### src/ddrcr_map.svh
// Register offsets, field positions and reset values of the DDR2 configuration and refresh block.
// Assumes a byte-addressed register port with one aligned 32-bit word per register.
`ifndef DDRCR_MAP_SVH
`define DDRCR_MAP_SVH

// Register offsets
`define DDRCR_ADDR_CONFIG 8'h08
`define DDRCR_ADDR_REFRESH 8'h0C
`define DDRCR_ADDR_TIMING1 8'h10
`define DDRCR_ADDR_TIMING2 8'h14

// Configuration register fields
`define DDRCR_CFG_UNLOCK_BIT 15
`define DDRCR_CFG_CAS_MSB 11
`define DDRCR_CFG_CAS_LSB 9
`define DDRCR_CFG_BANK_MSB 6
`define DDRCR_CFG_BANK_LSB 4
`define DDRCR_CFG_PAGE_MSB 2
`define DDRCR_CFG_PAGE_LSB 0

// Refresh control register fields
`define DDRCR_RFC_SR_BIT 31
`define DDRCR_RFC_RATE_MSB 15
`define DDRCR_RFC_RATE_LSB 0
`define DDRCR_RFC_BIT30_VAL 1'h0

// First timing register refresh-cycle field and write mask
`define DDRCR_TIM1_RFC_MSB 31
`define DDRCR_TIM1_RFC_LSB 25
`define DDRCR_TIM1_MASK 32'hFFFFFFFB

// Reset values
`define DDRCR_RST_UNLOCK 1'h0
`define DDRCR_RST_CAS 3'h5
`define DDRCR_RST_BANK 3'h2
`define DDRCR_RST_PAGE 3'h0
`define DDRCR_RST_RATE 16'h0400
`define DDRCR_RST_TIM1 32'h7FFFFFFB
`define DDRCR_RST_TIM2 32'h00000000
`define DDRCR_RST_BANK_COUNT 4'h4

// Decode limits and refresh floor
`define DDRCR_CAS_MIN 3'h2
`define DDRCR_CAS_MAX 3'h5
`define DDRCR_BANK_MAX 3'h3
`define DDRCR_PAGE_MAX 3'h3
`define DDRCR_COLUMN_BASE 4'h8
`define DDRCR_BANK_ONE 4'h1
`define DDRCR_RATE_MIN 16'h0100
`define DDRCR_RFC_SHIFT 1
`define DDRCR_RATE_STEP 16'h0001

`endif

### src/placeholder_end.sv
`timescale 1ns/1ps
`default_nettype none
`default_nettype wire

### src/ddrcr_pkg.sv
// Types shared by the DDR2 configuration and refresh block.
// Assumes ddrcr_map.svh supplies offsets and reset values.
`default_nettype none

package ddrcr_pkg;
  // Data word of the register port
  typedef logic [31:0] ddrcr_word_t;
  // Refresh interval in memory clocks
  typedef logic [15:0] ddrcr_rate_t;
  // Three-bit configuration code
  typedef logic [2:0] ddrcr_code_t;
  // Self-refresh state
  typedef enum logic [0:0] {
    SR_NORMAL = 1'b0,
    SR_ACTIVE = 1'b1
  } ddrcr_sr_t;
  // Whole state of the register and self-refresh logic
  typedef struct packed {
    logic unlock;
    ddrcr_code_t cas;
    ddrcr_code_t bank;
    ddrcr_code_t page;
    logic srReq;
    ddrcr_sr_t srState;
    ddrcr_rate_t rate;
    ddrcr_word_t timing1;
    ddrcr_word_t timing2;
    ddrcr_word_t rdData;
    logic initStart;
    logic srEnter;
    logic srExit;
    logic [3:0] bankCount;
    logic [3:0] columnBits;
    logic configLegal;
  } ddrcr_state_t;
  // Whole state of the refresh interval timer
  typedef struct packed {
    ddrcr_rate_t count;
    logic tick;
  } ddrcr_timer_t;
endpackage : ddrcr_pkg

`default_nettype wire

### src/ddrcr_refresh_timer.sv
// Auto-refresh interval timer: one tick every interval memory clocks.
// Assumes reload and enable come from logic on the same clock.
`timescale 1ns/1ps
`default_nettype none
`include "ddrcr_map.svh"

module ddrcr_refresh_timer (
  // Clock and reset
  input wire logic sys_clk,
  input wire logic reset_n,
  // Control
  input wire ddrcr_pkg::ddrcr_rate_t interval,
  input wire logic reload,
  input wire logic enable,
  // Refresh request pulse
  output logic tick
);
  import ddrcr_pkg::*;

  ddrcr_timer_t s; // Registered state
  ddrcr_timer_t next_s; // Next state

  // Countdown; reload wins so a new interval starts cleanly
  always_comb begin
    next_s = s;
    next_s.tick = 1'b0;
    if (reload) begin
      next_s.count = interval - `DDRCR_RATE_STEP;
    end else if (enable) begin
      // Held while in self-refresh, no ticks there
      if (s.count == '0) begin
        next_s.tick = 1'b1;
        next_s.count = interval - `DDRCR_RATE_STEP;
      end else begin
        next_s.count = s.count - `DDRCR_RATE_STEP;
      end
    end
  end

  // State register
  always_ff @(posedge sys_clk or negedge reset_n) begin
    if (!reset_n) begin
      s.count <= `DDRCR_RST_RATE - `DDRCR_RATE_STEP;
      s.tick <= 1'b0;
    end else begin
      s <= next_s;
    end
  end

  assign tick = s.tick;

  // A reload never lets a stale tick through next cycle
  reload_quiet_a: assert property (@(posedge sys_clk) disable iff (!reset_n)
    reload |=> !tick)
    else $error("tick right after reload");

  // Held timer gives no tick
  hold_quiet_a: assert property (@(posedge sys_clk) disable iff (!reset_n)
    !enable && !reload |=> !tick)
    else $error("tick while timer held");
endmodule : ddrcr_refresh_timer

`default_nettype wire

### src/ddrcr_config_refresh.sv
// Configuration and refresh control of the DDR2 memory controller.
// Holds CAS latency, bank count and page size, the timing registers,
// self-refresh request and the auto-refresh interval.
// Assumes a same-clock register master: one-cycle strobes, read data next cycle.
`timescale 1ns/1ps
`default_nettype none
`include "ddrcr_map.svh"

// Contract
// CAS latency field drives memory latency
// CAS latency write starts initialization
// CAS latency writable only while unlocked
// Bank field codes one, two, four, eight
// Bank field write starts initialization
// Page field gives 8 to 11 columns
// Page field write starts initialization
// Reserved bits read zero, writes ignored
// Self-refresh bit enters and leaves self-refresh
// Software keeps refresh bit 30 default
// One auto-refresh every interval clocks
// Interval below floor loads twice cycle time
// Unlock gates timing writes, starts initialization
// Timing field holds refresh cycle time
// Interval write restarts counter; none in self-refresh
module ddrcr_config_refresh #(
  parameter int ADDR_W = 8
) (
  // Clock and reset
  input wire logic sys_clk,
  input wire logic reset_n,
  // Register port
  input wire logic [ADDR_W-1:0] regAddr,
  input wire ddrcr_pkg::ddrcr_word_t regWrData,
  input wire logic regWrite,
  input wire logic regRead,
  output ddrcr_pkg::ddrcr_word_t regRdData,
  // Memory geometry and latency
  output ddrcr_pkg::ddrcr_code_t casLatency,
  output logic [3:0] bankCount,
  output logic [3:0] columnBits,
  output logic configLegal,
  // Timing register contents for the command path
  output ddrcr_pkg::ddrcr_word_t firstTiming,
  output ddrcr_pkg::ddrcr_word_t secondTiming,
  // Initialization trigger
  output logic initStart,
  // Refresh control
  output logic selfRefreshActive,
  output logic selfRefreshEnter,
  output logic selfRefreshExit,
  output logic autoRefreshReq
);
  import ddrcr_pkg::*;

  // Address decode needs room for the highest offset
  if (ADDR_W < 8) begin : gAddrCheck
    $error("ADDR_W too narrow for the register map");
  end

  ddrcr_state_t s; // Registered state
  ddrcr_state_t next_s; // Next state

  logic hitConfig; // Address selects configuration
  logic hitRefresh; // Address selects refresh control
  logic hitTiming1; // Address selects first timing register
  logic hitTiming2; // Address selects second timing register
  logic rateWrite; // Refresh control written this cycle
  logic [6:0] rfcField; // Refresh cycle time in clocks
  ddrcr_rate_t floorRate; // Substitute for a too-small interval
  ddrcr_rate_t wrRate; // Interval field of the write data
  logic timerEnable; // Timer runs outside self-refresh
  logic timerReload; // Timer restarts from the next interval value
  logic timerTick; // One auto-refresh request

  // Address decode, chained so at most one register is hit
  always_comb begin
    hitConfig = 1'b0;
    hitRefresh = 1'b0;
    hitTiming1 = 1'b0;
    hitTiming2 = 1'b0;
    if (regAddr == ADDR_W'(`DDRCR_ADDR_CONFIG)) begin
      hitConfig = 1'b1;
    end else if (regAddr == ADDR_W'(`DDRCR_ADDR_REFRESH)) begin
      hitRefresh = 1'b1;
    end else if (regAddr == ADDR_W'(`DDRCR_ADDR_TIMING1)) begin
      hitTiming1 = 1'b1;
    end else if (regAddr == ADDR_W'(`DDRCR_ADDR_TIMING2)) begin
      hitTiming2 = 1'b1;
    end
  end

  // Refresh cycle time sits in the top of the first timing register
  assign rfcField = s.timing1[`DDRCR_TIM1_RFC_MSB:`DDRCR_TIM1_RFC_LSB];
  // Twice the cycle time; a zero cycle time gives a zero interval
  assign floorRate = ddrcr_rate_t'(rfcField) << `DDRCR_RFC_SHIFT;
  assign wrRate = regWrData[`DDRCR_RFC_RATE_MSB:`DDRCR_RFC_RATE_LSB];
  assign rateWrite = regWrite && hitRefresh;

  // Register writes, reads, decode and self-refresh sequencing
  always_comb begin
    next_s = s;
    // Pulses last one cycle
    next_s.initStart = 1'b0;
    next_s.srEnter = 1'b0;
    next_s.srExit = 1'b0;
    // Read data stands only in the cycle after the strobe
    next_s.rdData = '0;

    // Write side
    if (regWrite && hitConfig) begin
      // Unlock bit itself is always writable
      next_s.unlock = regWrData[`DDRCR_CFG_UNLOCK_BIT];
      if (s.unlock) begin
        // Locked writes leave the latency as it was
        next_s.cas = regWrData[`DDRCR_CFG_CAS_MSB:`DDRCR_CFG_CAS_LSB];
      end
      next_s.bank = regWrData[`DDRCR_CFG_BANK_MSB:`DDRCR_CFG_BANK_LSB];
      next_s.page = regWrData[`DDRCR_CFG_PAGE_MSB:`DDRCR_CFG_PAGE_LSB];
      // Every write touches bank, page and the unlock bit; the latency only while unlocked
      next_s.initStart = 1'b1;
    end else if (rateWrite) begin
      next_s.srReq = regWrData[`DDRCR_RFC_SR_BIT];
      // Too small an interval would starve the command path
      if (wrRate < `DDRCR_RATE_MIN) begin
        next_s.rate = floorRate;
      end else begin
        next_s.rate = wrRate;
      end
    end else if (regWrite && hitTiming1 && s.unlock) begin
      // Reserved bit stays zero
      next_s.timing1 = regWrData & `DDRCR_TIM1_MASK;
    end else if (regWrite && hitTiming2 && s.unlock) begin
      next_s.timing2 = regWrData;
    end

    // Read side; unlisted bits and unmapped offsets read zero
    if (regRead) begin
      if (hitConfig) begin
        next_s.rdData[`DDRCR_CFG_UNLOCK_BIT] = s.unlock;
        next_s.rdData[`DDRCR_CFG_CAS_MSB:`DDRCR_CFG_CAS_LSB] = s.cas;
        next_s.rdData[`DDRCR_CFG_BANK_MSB:`DDRCR_CFG_BANK_LSB] = s.bank;
        next_s.rdData[`DDRCR_CFG_PAGE_MSB:`DDRCR_CFG_PAGE_LSB] = s.page;
      end else if (hitRefresh) begin
        next_s.rdData[`DDRCR_RFC_SR_BIT] = s.srReq;
        // Bit 30 reads its default so a read-modify-write keeps it
        next_s.rdData[`DDRCR_RFC_SR_BIT-1] = `DDRCR_RFC_BIT30_VAL;
        next_s.rdData[`DDRCR_RFC_RATE_MSB:`DDRCR_RFC_RATE_LSB] = s.rate;
      end else if (hitTiming1) begin
        next_s.rdData = s.timing1;
      end else if (hitTiming2) begin
        next_s.rdData = s.timing2;
      end
    end

    // Self-refresh follows the stored request one cycle later
    case (s.srState)
      SR_NORMAL: begin
        if (s.srReq) begin
          next_s.srState = SR_ACTIVE;
          next_s.srEnter = 1'b1;
        end
      end
      SR_ACTIVE: begin
        if (!s.srReq) begin
          next_s.srState = SR_NORMAL;
          next_s.srExit = 1'b1;
        end
      end
      default: begin
        next_s.srState = SR_NORMAL;
      end
    endcase

    // Geometry decode, registered so the outputs come from flops
    next_s.bankCount = 4'(`DDRCR_BANK_ONE << next_s.bank[1:0]);
    next_s.columnBits = 4'(`DDRCR_COLUMN_BASE + {1'b0, next_s.page});
    // Reserved codes are stored but flagged
    next_s.configLegal = (next_s.cas >= `DDRCR_CAS_MIN) && (next_s.cas <= `DDRCR_CAS_MAX)
      && (next_s.bank <= `DDRCR_BANK_MAX) && (next_s.page <= `DDRCR_PAGE_MAX);
  end

  // State register
  // Reset values of the decoded outputs match the decode of the reset codes
  always_ff @(posedge sys_clk or negedge reset_n) begin
    if (!reset_n) begin
      s.unlock <= `DDRCR_RST_UNLOCK;
      s.cas <= `DDRCR_RST_CAS;
      s.bank <= `DDRCR_RST_BANK;
      s.page <= `DDRCR_RST_PAGE;
      s.srReq <= 1'b0;
      s.srState <= SR_NORMAL;
      s.rate <= `DDRCR_RST_RATE;
      s.timing1 <= `DDRCR_RST_TIM1;
      s.timing2 <= `DDRCR_RST_TIM2;
      s.rdData <= '0;
      s.initStart <= 1'b0;
      s.srEnter <= 1'b0;
      s.srExit <= 1'b0;
      s.bankCount <= `DDRCR_RST_BANK_COUNT;
      s.columnBits <= `DDRCR_COLUMN_BASE;
      s.configLegal <= 1'b1;
    end else begin
      s <= next_s;
    end
  end

  // Timer restarts on an interval write and on leaving self-refresh
  // Leaving costs one extra cycle: the reload follows the exit pulse
  assign timerReload = rateWrite || s.srExit;
  // No auto-refresh while the memory refreshes itself
  assign timerEnable = (s.srState == SR_NORMAL);

  // Interval counter
  // Fed the next interval so a write reloads with the value it stores
  ddrcr_refresh_timer uTimer (
    .sys_clk(sys_clk),
    .reset_n(reset_n),
    .interval(next_s.rate),
    .reload(timerReload),
    .enable(timerEnable),
    .tick(timerTick)
  );

  // Outputs straight from flops
  assign regRdData = s.rdData;
  assign casLatency = s.cas;
  assign bankCount = s.bankCount;
  assign columnBits = s.columnBits;
  assign configLegal = s.configLegal;
  assign firstTiming = s.timing1;
  assign secondTiming = s.timing2;
  assign initStart = s.initStart;
  assign selfRefreshActive = (s.srState == SR_ACTIVE);
  assign selfRefreshEnter = s.srEnter;
  assign selfRefreshExit = s.srExit;
  assign autoRefreshReq = timerTick;

  // Any configuration write starts initialization next cycle
  cfg_init_a: assert property (@(posedge sys_clk) disable iff (!reset_n)
    regWrite && hitConfig |=> initStart)
    else $error("config write without init pulse");

  // No initialization pulse without a configuration write
  init_only_a: assert property (@(posedge sys_clk) disable iff (!reset_n)
    !(regWrite && hitConfig) |=> !initStart)
    else $error("init pulse without config write");

  // Locked latency field stays put
  cas_lock_a: assert property (@(posedge sys_clk) disable iff (!reset_n)
    regWrite && hitConfig && !s.unlock |=> $stable(casLatency))
    else $error("latency changed while locked");

  // Unlocked latency write takes the written code
  cas_take_a: assert property (@(posedge sys_clk) disable iff (!reset_n)
    regWrite && hitConfig && s.unlock
    |=> casLatency == $past(regWrData[`DDRCR_CFG_CAS_MSB:`DDRCR_CFG_CAS_LSB]))
    else $error("latency write lost");

  // Code three means eight banks
  bank_eight_a: assert property (@(posedge sys_clk) disable iff (!reset_n)
    regWrite && hitConfig && regWrData[`DDRCR_CFG_BANK_MSB:`DDRCR_CFG_BANK_LSB] == 3'h3
    |=> bankCount == 4'h8)
    else $error("bank decode wrong");

  // Page code three means eleven column bits
  col_eleven_a: assert property (@(posedge sys_clk) disable iff (!reset_n)
    regWrite && hitConfig && regWrData[`DDRCR_CFG_PAGE_MSB:`DDRCR_CFG_PAGE_LSB] == 3'h3
    |=> columnBits == 4'hB)
    else $error("column decode wrong");

  // Reserved configuration bits 31:16, 8:7 and 3 read zero
  rsv_read_a: assert property (@(posedge sys_clk) disable iff (!reset_n)
    regRead && hitConfig |=> regRdData[8:7] == 2'h0 && !regRdData[3]
      && regRdData[31:16] == 16'h0000)
    else $error("reserved config bits not zero");

  // Self-refresh entered two cycles after the request write
  sr_enter_a: assert property (@(posedge sys_clk) disable iff (!reset_n)
    regWrite && hitRefresh && regWrData[`DDRCR_RFC_SR_BIT] && !selfRefreshActive && !s.srReq
    |=> ##1 selfRefreshActive && selfRefreshEnter)
    else $error("self-refresh not entered");

  // Small interval replaced by twice the cycle time
  rate_floor_a: assert property (@(posedge sys_clk) disable iff (!reset_n)
    rateWrite && wrRate < `DDRCR_RATE_MIN |=> s.rate == $past(floorRate))
    else $error("interval floor not applied");

  // No auto-refresh once self-refresh has settled
  sr_quiet_a: assert property (@(posedge sys_clk) disable iff (!reset_n)
    selfRefreshActive && $past(selfRefreshActive) |-> !autoRefreshReq)
    else $error("auto-refresh during self-refresh");

  // Locked first timing register stays put
  tim1_lock_a: assert property (@(posedge sys_clk) disable iff (!reset_n)
    regWrite && hitTiming1 && !s.unlock |=> $stable(firstTiming))
    else $error("timing 1 changed while locked");

  // Locked second timing register stays put
  tim2_lock_a: assert property (@(posedge sys_clk) disable iff (!reset_n)
    regWrite && hitTiming2 && !s.unlock |=> $stable(secondTiming))
    else $error("timing 2 changed while locked");

  // Unlocked first timing write lands, reserved bit cleared
  tim1_take_a: assert property (@(posedge sys_clk) disable iff (!reset_n)
    regWrite && hitTiming1 && s.unlock
    |=> firstTiming == ($past(regWrData) & `DDRCR_TIM1_MASK))
    else $error("timing 1 write lost");

  // Reserved refresh control bits read zero
  rsv_refresh_a: assert property (@(posedge sys_clk) disable iff (!reset_n)
    regRead && hitRefresh |=> regRdData[29:16] == 14'h0000 && !regRdData[30])
    else $error("reserved refresh bits not zero");

  // Read data stand only after a read strobe
  rd_idle_a: assert property (@(posedge sys_clk) disable iff (!reset_n)
    !regRead |=> regRdData == 32'h00000000)
    else $error("read data outside read cycle");

  // Self-refresh left two cycles after the clearing write
  sr_exit_a: assert property (@(posedge sys_clk) disable iff (!reset_n)
    regWrite && hitRefresh && !regWrData[`DDRCR_RFC_SR_BIT] && selfRefreshActive && s.srReq
    |=> ##1 !selfRefreshActive && selfRefreshExit)
    else $error("self-refresh not left");

  // Interval at or above the floor is stored as written
  rate_keep_a: assert property (@(posedge sys_clk) disable iff (!reset_n)
    rateWrite && wrRate >= `DDRCR_RATE_MIN |=> s.rate == $past(wrRate))
    else $error("interval write lost");

  // Entry and exit pulses agree with the state they announce
  sr_pulse_a: assert property (@(posedge sys_clk) disable iff (!reset_n)
    selfRefreshEnter || selfRefreshExit |-> selfRefreshActive == selfRefreshEnter)
    else $error("self-refresh pulse against state");

  // Code zero means one bank
  bank_one_a: assert property (@(posedge sys_clk) disable iff (!reset_n)
    regWrite && hitConfig && regWrData[`DDRCR_CFG_BANK_MSB:`DDRCR_CFG_BANK_LSB] == 3'h0
    |=> bankCount == 4'h1)
    else $error("single bank decode wrong");

  // Page code zero means eight column bits
  col_eight_a: assert property (@(posedge sys_clk) disable iff (!reset_n)
    regWrite && hitConfig && regWrData[`DDRCR_CFG_PAGE_MSB:`DDRCR_CFG_PAGE_LSB] == 3'h0
    |=> columnBits == 4'h8)
    else $error("short page decode wrong");
endmodule : ddrcr_config_refresh

`default_nettype wire

### config.mk
export PLATFORM = sky130hd
export DESIGN_NAME = ddrcr_config_refresh
export DESIGN_NICKNAME = d
export VERILOG_FILES = /design/src/placeholder_end.sv /design/src/ddrcr_pkg.sv /design/src/ddrcr_refresh_timer.sv /design/src/ddrcr_config_refresh.sv
export VERILOG_INCLUDE_DIRS = /design/src
export SDC_FILE = /design/constraint.sdc
export NUM_CORES = 1
export LEC_CHECK = 0
export BUFFER_PORTS_ARGS = -buffer_cell sky130_fd_sc_hd__buf_2
export CORE_MARGIN = 5
export CORE_UTILIZATION = 25
export CTS_CLUSTER_DIAMETER = 120
export DETAILED_ROUTE_END_ITERATION = 8
export SKIP_CTS_REPAIR_TIMING = 1
export SLEW_MARGIN = 5
export SYNTH_ARGS = -nofsm -noshare
export SYNTH_HDL_FRONTEND = slang
export SYNTH_SLANG_ARGS = --single-unit
### constraint.sdc
create_clock -name sys_clk -period 2.2 [get_ports sys_clk]
set_input_delay 0.33 -clock sys_clk [delete_from_list [all_inputs] [get_ports sys_clk]]
set_output_delay 0.33 -clock sys_clk [all_outputs]
set_load 0.05 [all_outputs]
==> results of run 1 <==
layer usage:
metal  vias up  GRT usage, %
met1      3110          17.9
met3        36          3.41
li1       2893             -
met4         4          4.99
met5         -             0
met2       206          23.0
power by group:
| part | total (W) | switching [W] | internal, W |
|---|---|---|---|
| registers | 0.00319 | 0.000201 | 0.00299 |
| logic | 0.00131 | 0.000728 | 0.000585 |
| clock network | 0.00291 | 0.00126 | 0.00165 |
| total | 0.00741 | 0.00219 | 0.00523 |
how the worst max path moves through the flow:
stage | slack (ps) | endpoint | startpoint | depth (start not counted)
floorplan | -390 | uTimer.s[15]$_DFFE_PN0P_ | regAddr[4] | 12
global placement | -320 | uTimer.s[12]$_DFFE_PN0P_ | regAddr[4] | 8
global route | -130 | uTimer.s[14]$_DFFE_PN0P_ | firstTiming[25]$_DFFE_PN1P_ | 6
CTS | -180 | uTimer.s[16]$_DFFE_PN0P_ | firstTiming[31]$_DFFE_PN0P_ | 6
detailed placement | -360 | uTimer.s[15]$_DFFE_PN0P_ | regAddr[4] | 8
finish | -70 | uTimer.s[14]$_DFFE_PN0P_ | firstTiming[25]$_DFFE_PN1P_ | 6
cells in the mapped netlist, types with 3 or more instances:
cell type	number	area [um^2]
a211oi_1	7	52.6
a21oi_1	24	120
a221oi_1	6	52.6
a22o_1	8	70.1
a22oi_1	10	75.1
a32oi_1	5	43.8
and3_1	3	18.8
buf_1	4	15.0
buf_2	6	30.0
buf_4	107	803
buf_6	3	33.8
clkbuf_1	28	105
dfrtp_1	102	2550
dfstp_2	46	1210
ha_1	3	37.5
inv_1	11	41.3
mux2_2	67	754
mux2i_1	25	250
nand2_1	71	267
nand2b_1	4	25.0
nand3_1	7	35.0
nand3b_1	11	82.6
nor2_1	40	150
nor2b_1	3	18.8
nor3_1	17	85.1
nor4_1	13	81.3
o21ai_0	25	125
o21ai_1	7	35.0
o221ai_1	3	26.3
o22ai_1	10	62.6
o311ai_0	4	35.0
o31ai_1	3	22.5
or3_1	9	56.3
or4_1	6	45.0
xnor2_1	7	61.3
xor2_1	6	52.6
cell families (layout without fill, tap and decap cells):
group           count (synthesis)  after routing  share of synthesized area, %
fa+ha+maj                       3              3                         0.472
compound gates                133            133                          11.6
xor+xnor                       13             13                          1.43
flops                         148            148                          47.2
simple gates                  204            204                          13.1
buf+inv                       160            317                          13.0
other cells                     2              2                        0.0943
mux                            94             94                          13.1
registers in the layout, summed over array words and instances, names as in the netlist, 2 cells and up, named ones only:
| name | flops |
|---|---|
| s | 21 |
| secondTiming | 32 |
| bankCount | 4 |
| casLatency | 3 |
| uTimer.s | 16 |
| columnBits | 2 |
| firstTiming | 31 |
| regRdData | 32 |
metrics by stage:
stage / instances / power (W) / instance area [um^2] / TNS (ps)
6_report: 1316 / 0.00741 / 9910 / -149
5_1_grt: 1316 / 0.00777 / 9910 / -315
4_1_cts: 1315 / 0.00746 / 9850 / -337
3_5_place_dp: 1283 / 0.00452 / 9260 / -9760
3_3_place_gp: 1283 / 0.00453 / 9260 / -6320
2_1_floorplan: 757 / 0.00397 / 8040 / -2110
layout make-up:
type | count | share of cell area (%)
well taps | 402 | 5.08
inverters | 12 | 0.455
multi-input cells | 449 | 32.9
clock buffers | 19 | 4.57
repair buffers | 273 | 17.6
clock inverters | 13 | 1.36
flip-flops and latches | 148 | 38.0
==> summary.md, run 1 <==
| Metric | Value |
|---|---|
| Synthesized flop and latch total | between 100 and 150 |
| Outcome | finished, violations left |
| Number of diodes | 0 |
| Met3 routed WL | 1.24 mm |
| PD cells | approximately 750 mW/mm^2 |
| WP buf/inv | 0 |
| Worst-case clock buffer depth | 2 |
| Reg-to-reg endpoint | uTimer.s[14]$_DFFE_PN0P_ |
| CP top delay family | simple AND/OR/NAND/NOR gates |
| Antenna Nets Post-Route | 0 |
| Max Used Layer | met5 |
| CP required | 2500 ps |
| Worst hold stages | 2 |
| Cell area after synthesis | about 0.008 mm^2 |
| Asr flop ratio synth | between 90% and 100% |
| Avg Inst Size Synth | about 11 um^2 |
| DR WL/cell | 18.8 um |
| Max-slew violations | 0 |
| Hold Slack | between 100 and 150 ps |
| Core area | between 0.03 and 0.04 mm^2 |
| Clock Skew | 11.0 ps |
| CTS Buf Count | 17 |
| Routability cong. | approximately 0.9 |
| Initial antenna violation count | 2 |
| Final-layout fill cell count | around 3200 |
| Drt initial violations | roughly 350 |
| Finish-stage setup viols | 3 |
| CP startpoint kind | flop |
| Layout area overhead | 24.5% |
| Most frequent cells in the layout | 153 x buf_2, 112 x buf_4, 102 x dfrtp_1 |
| Setup WS pre-CTS | -356 ps |
| Chip width | ~190 um |
| Nets@finish | around 950 |
| Relative slew slack | 65.8% |
| Worst flop-to-flop path startpoint | firstTiming[25]$_DFFE_PN1P_ |
| FF/Latch Area | about 0.0038 mm^2 |
| Hold Path Origin | regWrData[21] |
| Root Driver | clkbuf_16 |
| Die area | ~0.036 mm^2 |
| Max cap viols | 0 |
| Leak | 4.89 nW |
| Routed vias/inst | about 4.7 |
| Unrepaired setup endpoints after global routing | yes |
| Worst path most repeated cell | or4_4 |
| Share of layout cells above drive strength 1 | between 40% and 50% |
| Die Span Y | between 150 and 200 um |
| Setup crit end kind | flop |
| Failing checks | setup timing |
| Hpwl dp | slightly below 20 mm |
| Slew @ Worst Pin | around 500 ps |
| Cell Chain, Critical Path | or4_4 -> or4_4 -> a211oi_4 -> o21ai_2 -> xor2_1 -> a32oi_1 |
| Largest net degree at the start of global routing | 48 |
| R2R depth | 6 |
| Final wirelength | around 25 mm |
| Sink Count | roughly 150 |
| Critical Path Fanout Max | 3 |
| DRC Markers | 0 |
| Syn. warnings | 0 |
| Hold EP | secondTiming[21]$_DFFE_PN0P_ |
| Rows | 65 |
| Setup CP Type | flop to flop |
| Fin crit period | between 2000 and 2500 ps |
| CP max stage delay | 570 ps |
| First-pass GRT wire length | 38.6 mm |
| Cell count after synthesis | about 760 |
| Total gr overflow | 0 |
| Post-synth EDFFs | 0 |
| CP arrival | 2570 ps |
| Met1 WL | ~11 mm |
| Max Clk Rate | roughly 440 MHz |
| Netlist cell types | just under 70 |
| Synth Flop Type | dfrtp_1 |
| Clk pin slew, worst setup/hold paths | approximately 70 ps |
| All-layer global routing usage | 13.9% |
| Multi-input gate area | 0.00326 mm^2 |
| Clock latency on the worst-skew pair | about 430 ps |
| Fin worst setup slack | -70.6 ps |
| Starting density of the core | about 25% |
| Register area share after synthesis | 47.2% |
| Final count of hold timing violations | 0 |
| Vias in the first global route | around 6400 |
| Max IR drop VDD | around 0.50 mV |
| Most common cell after layout, fill and taps aside | buf_2 |
| DR vias | 6249 |
| Pre-Repair DR Iteration Count | 5 |
| Port Buffers | ~150 |
| Share of the core filled with cells | between 30% and 40% |
| Met2 wire length | approximately 12 mm |
| H-tree lvl count | 4 |
| Final Cycle Share | 103% |
| CTS tree | done |
| CP max stage cell | or4_4 |
| Hold crit path type | input pin to flop |
| Syn Nets | ~800 |
| Setup slack, reg-to-reg | -70 ps |
| I/O pin count | about 160 |
(Power assumes the default switching activity.)
==> inputs of run 2 (changes only) <==
--- a/config.mk
+++ b/config.mk
@@ -8,9 +8,10 @@
 export LEC_CHECK = 0
 export BUFFER_PORTS_ARGS = -buffer_cell sky130_fd_sc_hd__buf_2
 export CORE_MARGIN = 5
-export CORE_UTILIZATION = 25
+export CORE_UTILIZATION = 50
 export CTS_CLUSTER_DIAMETER = 120
 export DETAILED_ROUTE_END_ITERATION = 8
+export PLACE_DENSITY = 0.76
 export SKIP_CTS_REPAIR_TIMING = 1
 export SLEW_MARGIN = 5
 export SYNTH_ARGS = -nofsm -noshare
==> summary.md, run 2 (synthesized netlist as in run 1, its figures left out) <==
| Metric | Value |
|---|---|
| Routability cong. | about 0.97 |
| Total gr overflow | 0 |
| Share of the core filled with cells | between 60% and 70% |
| Largest net degree at the start of global routing | 59 |
| Max Used Layer | met5 |
| Most frequent cells in the layout | 153 x buf_2, 103 x buf_4, 102 x dfrtp_1 |
| Outcome | finished, violations left |
| FF/Latch Area | between 0.003 and 0.004 mm^2 |
| DR vias | a little over 6000 |
| DR WL/cell | approximately 20 um |
| Max IR drop VDD | ~0.59 mV |
| Sink Count | approximately 150 |
| Slew @ Worst Pin | ~670 ps |
| CP arrival | approximately 2600 ps |
| Hold crit path type | input pin to flop |
| Relative slew slack | between 50 and 60% |
| DRC Markers | 0 |
| Dpl cell area | between 0.008 and 0.009 mm^2 |
| Max-slew violations | 0 |
| Starting density of the core | between 50 and 60% |
| All-layer global routing usage | around 24% |
| Final-layout fill cell count | between 1000 and 1500 |
| Number of diodes | 0 |
| Max Clk Rate | 432 MHz |
| Port Buffers | 154 |
| Chip width | 136 um |
| Post-Layout Cell Count | roughly 1100 |
| Fin crit period | 2320 ps |
| Met3 routed WL | between 1.5 and 2 mm |
| CTS Buf Count | 17 |
| Root Driver | clkbuf_16 |
| PD cells | about 770 mW/mm^2 |
| Fin worst setup slack | -117 ps |
| Critical Path Fanout Max | 3 |
| CP required | around 2500 ps |
| Total power | about 0.0073 W |
| Final wirelength | 22.2 mm |
| Nets@finish | 937 |
| Initial antenna violation count | 1 |
| H-tree lvl count | 4 |
| Setup CP Type | flop to flop |
| Final count of hold timing violations | 0 |
| Die area | between 0.015 and 0.02 mm^2 |
| Routed vias/inst | about 5.6 |
| Dpl cells | about 1100 |
| Worst-case clock buffer depth | 2 |
| Hpwl dp | about 17 mm |
| Leak | 4.81 nW |
| Setup crit end kind | flop |
| Final Cell Area | around 0.0095 mm^2 |
| Finish-stage setup viols | 4 |
| Rows | 46 |
| Clock latency on the worst-skew pair | ~420 ps |
| CP startpoint kind | flop |
| Met2 wire length | 10.7 mm |
| Worst hold stages | 2 |
| Hold Slack | 149 ps |
| CTS tree | done |
| First-pass GRT wire length | around 35 mm |
| Antenna Nets Post-Route | 0 |
| Core area | roughly 0.016 mm^2 |
| Share of layout cells above drive strength 1 | a little under half |
| Most common cell after layout, fill and taps aside | buf_2 |
| Final Cycle Share | 105% |
| R2R depth | 6 |
| Clock Skew | around 7.4 ps |
| Drt initial violations | 430 |
| Unrepaired setup endpoints after global routing | yes |
| I/O pin count | roughly 160 |
| Layout area overhead | 19.8% |
| Max cap viols | 0 |
| Multi-input gate area | roughly 0.0033 mm^2 |
| Die Span Y | around 140 um |
| Clk pin slew, worst setup/hold paths | 60 ps |
| Pre-Repair DR Iteration Count | 5 |
| Failing checks | setup timing |
| Met1 WL | just over 9 mm |
| Vias in the first global route | ~6400 |
## run 2: cell count changes in the layout (fill, tap and decap cells not counted), sizes merged
cell	delta
clkinvlp	+1
clkbuf	+3
bufinv	+1
buf	-11
clkinv	+1
inv	-7
## run 2: layout make-up
| type | count | area share, % |
|---|---|---|
| Clock buffer | 22 | 4.86 |
| Multi-Input combinational cell | 449 | 34.1 |
| Sequential cell | 148 | 39.4 |
| Tap cell | 216 | 2.83 |
| Clock inverter | 9 | 1.13 |
| Timing Repair Buffer | 262 | 17.2 |
| Inverter | 12 | 0.472 |
## run 2: report_power, final
part / leakage, nW / internal, W / switching (W) / total, W
Clock: 0.276 / 0.00172 / 0.00110 / 0.00282
Combinational: 2.66 / 0.000577 / 0.000722 / 0.00130
Sequential: 1.87 / 0.00299 / 0.000206 / 0.00320
## run 2: layer usage
metal	vias to the layer above	GRT usage, %
li1	2868	-
met1	3080	31.1
met2	239	39.3
met3	42	7.62
met4	2	9.29
met5	-	0
## run 2: worst max-delay path, stage by stage, from the launching register on
cell and delay, ps:
dfstp_2 370, or4_1 520, or4_4 570, a211oi_4 320, o21ai_2 90, xor2_1 240
a32oi_1 80
## run 2: path summary, 6_finish.rpt
| path | startpoint | endpoint | slack, ps |
|---|---|---|---|
| min in group asynchronous | reset_n | secondTiming[16]$_DFFE_PN0P_ | 410 |
| max in group asynchronous | reset_n | firstTiming[24]$_DFFE_PN1P_ | 1080 |
| worst min-delay path | regWrData[22] | secondTiming[22]$_DFFE_PN0P_ | 150 |
| worst max-delay path | firstTiming[25]$_DFFE_PN1P_ | uTimer.s[14]$_DFFE_PN0P_ | -120 |
| worst max register to register | firstTiming[25]$_DFFE_PN1P_ | uTimer.s[14]$_DFFE_PN0P_ | -120 |
| worst min register to register | s[130]$_DFF_PN1_ | s[130]$_DFF_PN1_ | 490 |
## run 2: per-stage QoR
stage	TNS (ps)	setup slack [ps]
2_1_floorplan	-2110	-394
3_3_place_gp	-3870	-290
3_5_place_dp	-4080	-331
4_1_cts	-335	-142
5_1_grt	-500	-179
6_report	-269	-117
==> inputs of run 3 (changes only) <==
--- a/config.mk
+++ b/config.mk
@@ -8,12 +8,13 @@
 export LEC_CHECK = 0
 export BUFFER_PORTS_ARGS = -buffer_cell sky130_fd_sc_hd__buf_2
 export CORE_MARGIN = 5
-export CORE_UTILIZATION = 50
+export CORE_UTILIZATION = 56
 export CTS_CLUSTER_DIAMETER = 120
 export DETAILED_ROUTE_END_ITERATION = 8
-export PLACE_DENSITY = 0.76
+export PLACE_DENSITY = 0.81
 export SKIP_CTS_REPAIR_TIMING = 1
 export SLEW_MARGIN = 5
 export SYNTH_ARGS = -nofsm -noshare
 export SYNTH_HDL_FRONTEND = slang
+export SYNTH_HIERARCHICAL = 1
 export SYNTH_SLANG_ARGS = --single-unit
==> constraint.sdc (replaced) <==
create_clock -name sys_clk -period 2.15 [get_ports sys_clk]
set_input_delay 0.3225 -clock sys_clk [delete_from_list [all_inputs] [get_ports sys_clk]]
set_output_delay 0.3225 -clock sys_clk [all_outputs]
set_load 0.05 [all_outputs]
==> summary.md, run 3 <==
| Metric | Value |
|---|---|
| Final count of hold timing violations | 0 |
| CP startpoint kind | input pin |
| Max cap viols | 0 |
| Simple-gate share of the synthesized area | a little over an eighth |
| Finish-stage setup viols | 10 |
| Starting density of the core | a little under three fifths |
| Number of diodes | 0 |
| Vias in the first global route | 6253 |
| Max-slew violations | 0 |
| Rows | 43 |
| Syn. warnings | 6 |
| Cell count after synthesis | 693 |
| Most frequent cell after synthesis | buf_4 |
| H-tree lvl count | 4 |
| Asr flop ratio synth | 100% |
| Mux contribution to synthesized area | 16.7% |
| Top post-synthesis cells by count | 112 x buf_4, 102 x dfrtp_1, 95 x mux2_2 |
| DRC Markers | 0 |
| Post-synthesis adder-cell area fraction | 0.475% |
| Final Cycle Share | 119% |
| CTS Buf Count | 17 |
| Setup crit end kind | flop |
| Nets@finish | just under 900 |
| Sum Neg Setup Slack | -1850 ps |
| Max IR drop VDD | 0.524 mV |
| PD cells | 798 mW/mm^2 |
| Drt initial violations | 720 |
| I/O pin count | 157 |
| Max Clk Rate | just under 400 MHz |
| Root Driver | clkbuf_16 |
| All-layer global routing usage | between 20 and 30% |
| Slew @ Worst Pin | 795 ps |
| Final wirelength | 22.0 mm |
| Hold crit path type | input pin to flop |
| Compound-Gate Fraction of Synth Area | roughly 7.4% |
| Share of layout cells above drive strength 1 | a little under three fifths |
| Cell type contributing the most total cell area after synthesis | dfrtp_1 |
| Antenna Nets Post-Route | 0 |
| Die Span Y | 129 um |
| Hpwl dp | approximately 15 mm |
| Clock latency on the worst-skew pair | between 400 and 500 ps |
| Relative slew slack | a little under half |
| Unrepaired setup endpoints after global routing | yes |
| Clk pin slew, worst setup/hold paths | 60 ps |
| Setup CP Type | input pin to flop |
| Port Buffers | 154 |
| CP arrival | 2860 ps |
| Sink Count | roughly 150 |
| Chip width | around 130 um |
| Largest family of logic cells by synthesized area | multiplexers |
| Synth Area in XOR/XNOR | under 10% |
| Die area | around 0.017 mm^2 |
| Clock Skew | 10.2 ps |
| Post-synth EDFFs | 0 |
| Failing checks | setup timing |
| Synthesized flop and latch total | between 100 and 150 |
| Hold Slack | approximately 140 ps |
| Worst-case clock buffer depth | 2 |
| CTS tree | done |
| Avg Inst Size Synth | 11.4 um^2 |
| First-pass GRT wire length | between 30 and 40 mm |
| DR vias | about 6000 |
| Fin worst setup slack | -408 ps |
| Initial antenna violation count | 0 |
| Top cell type's share of synthesized area | between 30% and 40% |
| Fin crit period | 2560 ps |
| Cell area after synthesis | a little under 0.008 mm^2 |
| Largest net degree at the start of global routing | approximately 60 |
| Core area | between 0.01 and 0.015 mm^2 |
| Synth Flop Type | dfrtp_1 |
| Layout area overhead | 21.9% |
| Most common cell after layout, fill and taps aside | buf_2 |
| Register area share after synthesis | 47.6% |
| Top post-synthesis cells by area | dfrtp_1 32%, dfstp_2 15%, mux2_2 14% |
| CP required | 2450 ps |
| Total gr overflow | 0 |
| Most frequent cells in the layout | 150 x buf_2, 102 x dfrtp_1, 93 x mux2_2 |
| Final-layout fill cell count | 928 |
| Leak | ~4.7 nW |
| Critical Path Fanout Max | 10 |
| Outcome | finished, violations left |
| Syn Nets | 740 |
| Routed vias/inst | just under 6 |
| Pre-Repair DR Iteration Count | 5 |
| Routability cong. | ~0.96 |
| DR WL/cell | 21.6 um |
| Netlist cell types | 60 |
| Setup slack, reg-to-reg | -200 ps |
[run 3: per-stage QoR]
| step | util [%] | total power, W | worst slack [ps] | area, um^2 | cells |
|---|---|---|---|---|---|
| after floorplan | - | 0.00403 | -811 | 7960 | 693 |
| after global placement | 63.1 | 0.00451 | -843 | 8730 | 979 |
| after detailed placement | 63.1 | 0.00457 | -919 | 8730 | 979 |
| after CTS | 67.4 | 0.00759 | -480 | 9320 | 1011 |
| after global routing | 69.6 | 0.00796 | -457 | 9630 | 1015 |
| final | 69.6 | 0.00768 | -408 | 9630 | 1015 |
[run 3: path summary, 6_finish.rpt]
path | endpoint | start | cells past startpoint
max in group asynchronous | uTimer/s[2]$_DFFE_PN1P_ | reset_n | 3
min reg2reg | selfRefreshEnter$_DFF_PN0_ | selfRefreshActive$_DFF_PN0_ | 1
max reg2reg | uTimer/s[16]$_DFFE_PN0P_ | s[116]$_DFF_PN0_ | 6
min in group asynchronous | regRdData[19]$_DFF_PN0_ | reset_n | 2
max | uTimer/s[16]$_DFFE_PN0P_ | regAddr[0] | 10
min | firstTiming[30]$_DFFE_PN1P_ | regWrData[30] | 2
[run 3: cell families after synthesis]
kind of cell	Yosys count
AOI/OAI and AO/OA	83
DFF	148
other	2
xor gates and xnor gates	17
muxes	119
buffers and inverters	150
and+or+nand+nor	171
adders and majority gates	3
[run 3: layer usage]
| layer | GRT usage (%) | up-vias | wire, um |
|---|---|---|---|
| li1 | - | 2631 | - |
| met1 | 32.8 | 3055 | 8610 |
| met2 | 42.7 | 279 | 11200 |
| met3 | 5.69 | 57 | 1440 |
| met4 | 10.4 | 0 | 740 |
| met5 | 0 | - | 0 |
[run 3: power by group]
part           leakage [nW]  switching [W]  internal, W
sequential             1.88       0.000212      0.00304
clock                 0.288        0.00114      0.00188
combinational          2.52       0.000787     0.000619
[run 3: cell type report]
class	count	area, um^2	area share [%]
inverter	9	33.8	0.351
timing repair buffer	251	1600	16.6
clock buffer	23	468	4.86
clock inverter	9	129	1.34
sequential	148	3760	39.1
multi-input combinational	395	3410	35.4
tap	180	225	2.34
[run 3: worst max-delay path, cell delays in order]
cell and delay (ps):
buf_8 100, nor4b_4 280, and3_4 290, buf_4 260
a31oi_2 170, or4_4 460, or4_4 470, nor3_4 230
xnor2_2 150, o22ai_2 110
